$ cat src/pkg/otgc_pkg.sv
// package for the on-the-go supply and line control register
// Overview of operation
// RQ1: reads answer at 0Ah to 0Ch; write 0Ah, set 0Bh, clear 0Ch.
// RQ2: set access sets ones in data; clear access clears them; others hold.
// RQ3: bit 7 low selects internal comparator, high selects fault pin as supply valid.
// RQ4: bit 6 high selects external supply and pulls power switch low.
// RQ5: bit 5 drives the bus supply; link may leave it clear with bit 6 set.
// RQ6: bit 4 charges the supply; link sets it only after discharge and 2 ms low.
// RQ7: bit 3 discharges the supply; link clears it after session end rises.
// RQ8: bit 2, reset high, connects the minus line pull-down.
// RQ9: bit 1, reset high, connects the plus line pull-down.
// RQ10: bit 0 enables identification pull-up and sampler; low saves power.
package otgc_pkg;

    // ----------------------------------------------------------------
    // register addresses
    // ----------------------------------------------------------------
    localparam logic [5:0] OTGC_ADDR_WRITE = 6'h0a;
    localparam logic [5:0] OTGC_ADDR_SET = 6'h0b;
    localparam logic [5:0] OTGC_ADDR_CLEAR = 6'h0c;

    // ----------------------------------------------------------------
    // field positions and reset value
    // ----------------------------------------------------------------
    localparam int OTGC_BIT_FAULT_SEL = 7;
    localparam int OTGC_BIT_EXT_SUPPLY = 6;
    localparam int OTGC_BIT_DRIVE = 5;
    localparam int OTGC_BIT_CHARGE = 4;
    localparam int OTGC_BIT_DISCHARGE = 3;
    localparam int OTGC_BIT_MINUS_PD = 2;
    localparam int OTGC_BIT_PLUS_PD = 1;
    localparam int OTGC_BIT_IDENT = 0;
    localparam logic [7:0] OTGC_RESET_VALUE = 8'h06;
    localparam int OTGC_SYNC_STAGES = 2;

    // ----------------------------------------------------------------
    // carriers
    // ----------------------------------------------------------------
    typedef struct packed {
        logic externalFaultSelect;
        logic externalSupplySelect;
        logic supplyDrive;
        logic busSupplyCharge;
        logic busSupplyDischarge;
        logic minusLinePulldown;
        logic plusLinePulldown;
        logic cableIdentSampler;
    } otgc_ctrl_t;

    typedef struct packed {
        logic [5:0] addr;
        logic write;
        logic read;
        logic [7:0] wdata;
    } otgc_req_t;

    typedef struct packed {
        logic valid;
        logic [7:0] data;
    } otgc_rsp_t;

    typedef struct packed {
        logic fault;
        logic comparator;
        logic ident;
    } otgc_pins_t;

    typedef struct packed {
        logic pumpEnable;
        logic supplyDrive;
        logic busSupplyCharge;
        logic busSupplyDischarge;
        logic minusLinePulldown;
        logic plusLinePulldown;
        logic cableIdentSampler;
    } otgc_analog_t;

endpackage : otgc_pkg

$ cat src/logic/otgc_sync.sv
// two-stage synchroniser for asynchronous pin inputs
`timescale 1ns/1ps
module otgc_sync
    import otgc_pkg::*;
(
    input wire logic ref_clk,
    input wire logic sys_rst,
    input wire logic clkEn,
    input wire otgc_pins_t pinsAsync,
    output otgc_pins_t pinsSync
);

    otgc_pins_t stageOne_reg;

    // first stage feeds only the second
    always_ff @(posedge ref_clk)
    begin
        if (sys_rst)
        begin
            stageOne_reg <= '0;
            pinsSync <= '0;
        end
        else if (clkEn)
        begin
            stageOne_reg <= pinsAsync;
            pinsSync <= stageOne_reg;
        end
    end

endmodule : otgc_sync

$ cat src/logic/otgc_control.sv
// on-the-go supply and line control register with its output steering
`timescale 1ns/1ps
module otgc_control
    import otgc_pkg::*;
(
    input wire logic ref_clk,
    input wire logic sys_rst,
    input wire logic clkEn,
    input wire otgc_req_t regReq,
    output otgc_rsp_t regRsp,
    input wire otgc_pins_t pinsAsync,
    output otgc_analog_t analogCtrl,
    output logic supplyValid,
    output logic identLevel,
    output logic powerSwitchNOut,
    output logic powerSwitchNOeN
);

    // ----------------------------------------------------------------
    // register state
    // ----------------------------------------------------------------
    otgc_ctrl_t ctrl_reg;
    otgc_ctrl_t ctrl_next;
    otgc_pins_t pinsSync;
    logic addrHit;

    assign addrHit = (regReq.addr == OTGC_ADDR_WRITE) || (regReq.addr == OTGC_ADDR_SET)
        || (regReq.addr == OTGC_ADDR_CLEAR); // [RQ1]

    always_comb
    begin
        ctrl_next = ctrl_reg;
        if (regReq.write)
        begin
            case (regReq.addr)
                OTGC_ADDR_WRITE: ctrl_next = otgc_ctrl_t'(regReq.wdata); // [RQ1]
                OTGC_ADDR_SET: ctrl_next = otgc_ctrl_t'(ctrl_reg | regReq.wdata); // [RQ2]
                OTGC_ADDR_CLEAR: ctrl_next = otgc_ctrl_t'(ctrl_reg & ~regReq.wdata); // [RQ2]
                default: ctrl_next = ctrl_reg;
            endcase
        end
    end

    // pull-downs come up connected, everything else off
    always_ff @(posedge ref_clk)
    begin
        if (sys_rst)
            ctrl_reg <= otgc_ctrl_t'(OTGC_RESET_VALUE); // [RQ8] [RQ9]
        else if (clkEn)
            ctrl_reg <= ctrl_next;
    end

    // ----------------------------------------------------------------
    // read answer
    // ----------------------------------------------------------------
    // answer shows contents before a same-cycle write
    always_ff @(posedge ref_clk)
    begin
        if (sys_rst)
            regRsp <= '0;
        else if (clkEn)
        begin
            regRsp.valid <= regReq.read && !regReq.write && addrHit; // [RQ1]
            regRsp.data <= (regReq.read && addrHit) ? 8'(ctrl_reg) : 8'h00;
        end
    end

    // ----------------------------------------------------------------
    // pin synchronisers
    // ----------------------------------------------------------------
    otgc_sync u_sync (
        .ref_clk(ref_clk),
        .sys_rst(sys_rst),
        .clkEn(clkEn),
        .pinsAsync(pinsAsync),
        .pinsSync(pinsSync)
    );

    // ----------------------------------------------------------------
    // supply valid source
    // ----------------------------------------------------------------
    always_ff @(posedge ref_clk)
    begin
        if (sys_rst)
            supplyValid <= 1'b0;
        else if (clkEn)
            supplyValid <= ctrl_reg.externalFaultSelect ? pinsSync.fault
                : pinsSync.comparator; // [RQ3]
    end

    // ----------------------------------------------------------------
    // identification sampler
    // ----------------------------------------------------------------
    // reads zero while the sampler is powered down
    always_ff @(posedge ref_clk)
    begin
        if (sys_rst)
            identLevel <= 1'b0;
        else if (clkEn)
            identLevel <= ctrl_reg.cableIdentSampler && pinsSync.ident; // [RQ10]
    end

    // ----------------------------------------------------------------
    // analog steering
    // ----------------------------------------------------------------
    always_ff @(posedge ref_clk)
    begin
        if (sys_rst)
        begin
            analogCtrl <= '0;
            analogCtrl.minusLinePulldown <= 1'b1;
            analogCtrl.plusLinePulldown <= 1'b1;
        end
        else if (clkEn)
        begin
            // internal pump only when the external path is not selected
            analogCtrl.pumpEnable <= ctrl_reg.supplyDrive
                && !ctrl_reg.externalSupplySelect; // [RQ4] [RQ5]
            analogCtrl.supplyDrive <= ctrl_reg.supplyDrive; // [RQ5]
            analogCtrl.busSupplyCharge <= ctrl_reg.busSupplyCharge; // [RQ6]
            analogCtrl.busSupplyDischarge <= ctrl_reg.busSupplyDischarge; // [RQ7]
            analogCtrl.minusLinePulldown <= ctrl_reg.minusLinePulldown; // [RQ8]
            analogCtrl.plusLinePulldown <= ctrl_reg.plusLinePulldown; // [RQ9]
            analogCtrl.cableIdentSampler <= ctrl_reg.cableIdentSampler; // [RQ10]
        end
    end

    // ----------------------------------------------------------------
    // power switch open-drain pin
    // ----------------------------------------------------------------
    assign powerSwitchNOut = 1'b0;

    always_ff @(posedge ref_clk)
    begin
        if (sys_rst)
            powerSwitchNOeN <= 1'b1;
        else if (clkEn)
            powerSwitchNOeN <= !ctrl_reg.externalSupplySelect; // [RQ4]
    end
endmodule : otgc_control

$ cat config.mk
export PLATFORM = sky130hd
export DESIGN_NAME = otgc_control
export DESIGN_NICKNAME = d
export VERILOG_FILES = /design/src/pkg/otgc_pkg.sv /design/src/logic/otgc_sync.sv /design/src/logic/otgc_control.sv
export SDC_FILE = /design/constraint.sdc
export NUM_CORES = 1
export LEC_CHECK = 0
export BUFFER_PORTS_ARGS = -buffer_cell sky130_fd_sc_hd__buf_2
export CAP_MARGIN = 20
export CORE_MARGIN = 1.5
export CORE_UTILIZATION = 44
export CTS_CLUSTER_DIAMETER = 150
export DETAILED_ROUTE_END_ITERATION = 6
export GPL_ROUTABILITY_DRIVEN = 0
export MAX_ROUTING_LAYER = met4
export PLACE_DENSITY = 0.73
export SYNTH_ARGS = -nofsm -noshare
export SYNTH_HDL_FRONTEND = slang
export SYNTH_SLANG_ARGS = --single-unit
$ cat constraint.sdc
create_clock -name ref_clk -period 1.3 [get_ports ref_clk]
set_input_delay 0.065 -clock ref_clk [delete_from_list [all_inputs] [get_ports ref_clk]]
set_output_delay 0.065 -clock ref_clk [all_outputs]
set_load 0.1 [all_outputs]
-- After elaboration in Yosys (flattened, before gate mapping)
Cells that the tools add are included.
- bits of input ports: 22
- output and inout port bits: 20
- word-level logic and storage cells: 46
- bits in registers: 33
- equal/unequal tests: 3
- reduce and logical (&&, ||, !) cells: 11
- bitwise operators: 3
- multiplexer cells: 3
- operators by type and width (operator ; count):
    8-bit case mux with 3 select lines ; 1
    6-bit by 4-bit == test with 1-bit output (second input constant) ; 3
    8-bit bitwise AND ; 1
    8-bit 2-to-1 mux ; 1
    8-bit inverter ; 1
    8-bit OR ; 1
    1-bit logical AND ; 5
    3-bit AND reduction ; 1
    3-bit nonzero test ; 1
    1-bit zero test ; 2
    1-bit logical OR ; 2
    1-bit 2-to-1 mux ; 1

-- Depth between registers and ports, before layout
- depth in word-level cells: 5
- mapped depth: 5
- mapped depth without buffers: 4

-- Hierarchy
Synthesis repeated with hierarchy kept, for this count alone.
- cell total of the unflattened synthesis: 142
- area, all modules: 1317.5 um2
- by module, submodules not included (module ; seq. area each (um2) ; area each (um2) ; cells an instance ; instances):
    otgc_control ; 540.5 ; 1103.6 ; 123 ; 1
    otgc_sync ; 120.1 ; 214.0 ; 19 ; 1

-- Least setup slack after synthesis
No wires, ideal clock.
- path type: input port to flip-flop
- start point: input regReq[11] in the netlist's numbering
- end point: register ctrl_reg[1] in the netlist's numbering
- arrival: 1.263 ns
- stages: 4
- required time: 1.178 ns
- path slack: -0.085 ns
- cells stage by stage: or3b_1 a211o_4 a21o_1 a221o_1
- cells in the longest elaborated chain, start to end: 3
- elaborated cells between the ends (all ways): 6
- classes of those cells: eq/ne: 3; mux: 1; reduce/logical: 2
- RTL lines (item ; RTL line ; RTL):
    start: declaration ; otgc_control.sv:9 ; input wire otgc_req_t regReq,
    6-bit by 4-bit == test with 1-bit output ; otgc_control.sv:35 ; case (regReq.addr)
    3-bit nonzero test (no source line) ; n/a ;
    3-bit AND reduction (no source line) ; n/a ;
    end signal: assignment ; otgc_control.sv:48 ; ctrl_reg <= otgc_ctrl_t'(OTGC_RESET_VALUE);
    end signal: assignment ; otgc_control.sv:50 ; ctrl_reg <= ctrl_next;
    end: declaration ; otgc_control.sv:22 ; otgc_ctrl_t ctrl_reg;
Parallel ways exist; a longest one is shown, timed or not.
A chain may end at the register's enable or synchronous reset.

-- Final worst setup path
- start point: register powerSwitchNOeN
- end point: output powerSwitchNOeN
- RTL lines (item ; RTL line ; RTL):
    start: declaration ; otgc_control.sv:16 ; output logic powerSwitchNOeN
    start signal: assignment ; otgc_control.sv:138 ; powerSwitchNOeN <= !ctrl_reg.externalSupplySelect;
No word-level cell between the ends.

==> metrics.csv <==
stage;metric;value;unit
status;status;finished, violations left;
status;failing checks;design-rule violations;
synthesis;Synth Register Bits;33;
worst_setup_path;Worst Path Required;1.24;ns
cts;cts repair resizes;0;
worst_setup_path;FF-to-FF Start;ctrl_reg[0];
synthesis;register area share after synthesis;50.3;%
pwr;Tot Pwr;2.10;mW
cts;H-tree depth;2;
sta;worst hold slack;0.00780;ns
cells_and_area;max FFs per register;9;
die;Die Ht;57.6;um
worst_setup_path;Worst path max stage delay;0.43;ns
sta;Tcrit/Tclk final;91.7;%
drt;final wirelength;3040;um
synthesis;Synth Area in Simple Gates;20.7;%
worst_setup_path;crit path buf inv count;1;
drt;Vias/cell;5.18;
sta;Max Slew Vio Count;0;
sta;Final min period;1.19;ns
worst_setup_path;crit path DAT;1.13;ns
die;IO Pins;42;
cells_and_area;end-of-flow core utilization;63.2;%
pwr;Clk pwr share;38.3;%
grt;maximum number of pins on one net before global-route repair;23;
sta;RSZ-0062 raised after global routing;false;
cts;CTS Sinks;33;
pwr;sw power;514;uW
cts;TritonCTS clock tree;built;
drt;drc violations;6;
cts;buffer count from post-CTS setup fixing;0;
cells_and_area;n_diodes;0;
synthesis;compound-gate portion of the synthesized area;13.5;%
cts;Max Buffers Root-to-Sink;2;
worst_setup_path;Setup Crit Path Kind;reg2out;
sta;Achievable Freq;0.839;GHz
drt;DR WL/cell;13.0;um
pwr;maximum vdd drop;0.740;mV
grt;GR Overflow Total;0;
synthesis;mux share of post-synthesis cell area;11.4;%
grt;initial antenna violation count;0;
cells_and_area;final instance count without filler cells;234;
worst_setup_path;Critical Path Sink;powerSwitchNOeN;
synthesis;average instance area after synthesis;9.19;um2
synthesis;Synth Net Count;165;
synthesis;main combinational cell family by area after synthesis;simple AND/OR/NAND/NOR gates;
cts;root buffer cell;clkbuf_4;
min_path;worst hold path type;in2reg;
synthesis;Mapped Cells;143;
synthesis;Synth Warn #;0;
worst_setup_path;crit path capture type;output pin;
cells_and_area;share of cells above drive strength 1;30.0;%
drt;Routed Antenna Nets;0;
worst_setup_path;critical path startpoint;powerSwitchNOeN;
pwr;P_leak;0.797;nW
pwr;sw frac;24.5;%
sta;clock skew;0.0114;ns
drt;via count;1213;
worst_setup_path;critical path depth in cells;1;
pwr;sequential fraction of design power;49.5;%
pwr;pwr dens;1180;nW/um2
worst_setup_path;worst reg2reg path depth;2;
cts;Worst-Skew Late Latency;0.34;ns
die;chip width;57.6;um
sta;endpoints failing hold;0;
worst_setup_path;crit path max fanout;2;
grt;first-pass GRT wire length;5150;um
synthesis;mapped cell area;1310;um2
cells_and_area;Final #Nets;224;
worst_setup_path;R2R Setup Slk;0.44;ns
worst_setup_path;slowest stage cell, crit path;buf_2;
pwr;combinational share of power;12.2;%
grt;vias in the first global route;1181;
cells_and_area;leading cell type in the layout, fill and taps excluded;buf_2;
flow_run;max-capacitance violation count;0;
die;row cnt;19;
drt;DRT iter0 DRCs;38;
placement;dpl hpwl;2230;um
cts;CTS Buf Count;5;
worst_setup_path;crit start category;register;
worst_setup_path;cell family contributing the most delay on the critical path;buffers and inverters;
placement;PortBufs;40;
worst_setup_path;FF-to-FF End;ctrl_reg[0];
placement;# placed instances;217;
synthesis;Adder-Cell Fraction of Synth Area;0;%
die;DIE AREA;3320;um2
cells_and_area;Syn-to-layout area delta;35.0;%
die;Core Box Area;2810;um2
cells_and_area;commonest non-fill, non-tap cells in the layout;40 x buf_2, 33 x dfxtp_1, 21 x nand2_1;
sta;relative slew slack;64.4;%
worst_setup_path;critical path, cell by cell;buf_2;
synthesis;synth unique cells;28;
grt;Tot GR Track Use;21.3;%
die;Initial Utilization;46.8;%
cts;clk slew on worst S/H paths;0.10;ns
pwr;internal power;1.58;mW
synthesis;post-synthesis share of cell area spent on xor and xnor gates;0;%
sta;worst slew pin tran;0.533;ns
sta;# setup viols final;0;
drt;drt first pass iters;6;
power groups by stage:
stage | Combinational [mW] | Clock (mW) | Sequential (mW)
final | 0.255 | 0.804 | 1.04
after detailed placement | 0.235 | 0 | 1.06
after floorplan | 0.102 | 0 | 1.12
after global placement | 0.230 | 0 | 1.06
after global routing | 0.275 | 0.867 | 1.04
after CTS | 0.256 | 0.827 | 1.04
cells by family (layout without fill, tap and decap cells):
logic type,Yosys count,count (layout)
DFF,33,33
and+or+nand+nor,55,55
AOI/OAI and AO/OA,27,27
other,1,1
buffers and inverters,12,72
muxes,15,15
cell type report:
| cell class | instances | area, um2 |
|---|---|---|
| clock buffers | 7 | 55.1 |
| inverters | 5 | 18.8 |
| fillers | 258 | 1030 |
| well taps | 31 | 38.8 |
| flip-flops and latches | 33 | 661 |
| multi-input cells | 98 | 606 |
| clock inverters | 1 | 30.0 |
| repair buffers | 59 | 365 |
worst min-delay path by stage:
stage / startpoint / end / depth (start not counted)
2_1_floorplan: regReq[1] / ctrl_reg[1] / 1
3_3_place_gp: pinsAsync[0] / u_sync.stageOne_reg[0] / 3
3_5_place_dp: pinsAsync[0] / u_sync.stageOne_reg[0] / 3
4_1_cts: regReq[9] / regRsp[8] / 3
5_1_grt: regReq[3] / ctrl_reg[3] / 3
6_report: regReq[6] / ctrl_reg[6] / 3
stage by stage:
step / setup TNS, ns / setup slack [ns] / cell area [um2]
CTS: 0 / 0.0839 / 1770
floorplan: -0.138 / -0.0690 / 1320
detailed placement: -1.29 / -0.206 / 1600
global route: 0 / 0.0604 / 1770
finish: 0 / 0.108 / 1770
global placement: -0.928 / -0.159 / 1600
metal layers:
layer	wire, um	part of all wire [%]	vias to the layer above	track usage (%)
met3	181	6.0	9	8.26
met4	78	2.6	0	9.97
met1	1270	42	560	23.3
met5	0	0	-	-
li1	-	-	611	-
met2	1510	50	33	34.1
cell usage after synthesis:
| master | count | area [um2] |
|---|---|---|
| buf_2 | 1 | 5.00 |
| nand4b_1 | 6 | 52.6 |
| a21oi_1 | 9 | 45.0 |
| nand2_1 | 21 | 78.8 |
| buf_1 | 1 | 3.75 |
| nor2_1 | 19 | 71.3 |
| conb_1 | 1 | 3.75 |
| mux2i_1 | 15 | 150 |
| or2b_1 | 1 | 7.51 |
| inv_1 | 5 | 18.8 |
| buf_4 | 1 | 7.51 |
| o21ai_0 | 3 | 15.0 |
| or3b_1 | 1 | 8.76 |
| a21o_1 | 2 | 15.0 |
| nand3_1 | 2 | 10.0 |
| dfxtp_1 | 33 | 661 |
| o21bai_1 | 1 | 7.51 |
| a221o_1 | 2 | 20.0 |
| a211oi_1 | 2 | 15.0 |
| a211o_4 | 1 | 17.5 |
| or3b_4 | 1 | 11.3 |
| a31oi_1 | 6 | 37.5 |
| nand3b_1 | 1 | 7.51 |
| nor3_2 | 1 | 10.0 |
| nor3b_1 | 1 | 7.51 |
| nand2b_1 | 1 | 6.26 |
| clkbuf_1 | 4 | 15.0 |
| o21ai_1 | 1 | 5.00 |
timing repair:
| action | in CTS | in global routing |
|---|---|---|
| endpoints found under the setup margin | 0 | 0 |
| hold buffers | 9 | 0 |
| hold endpoints to repair | 9 | 0 |
Note: power is estimated with default switching activity, not from simulation.
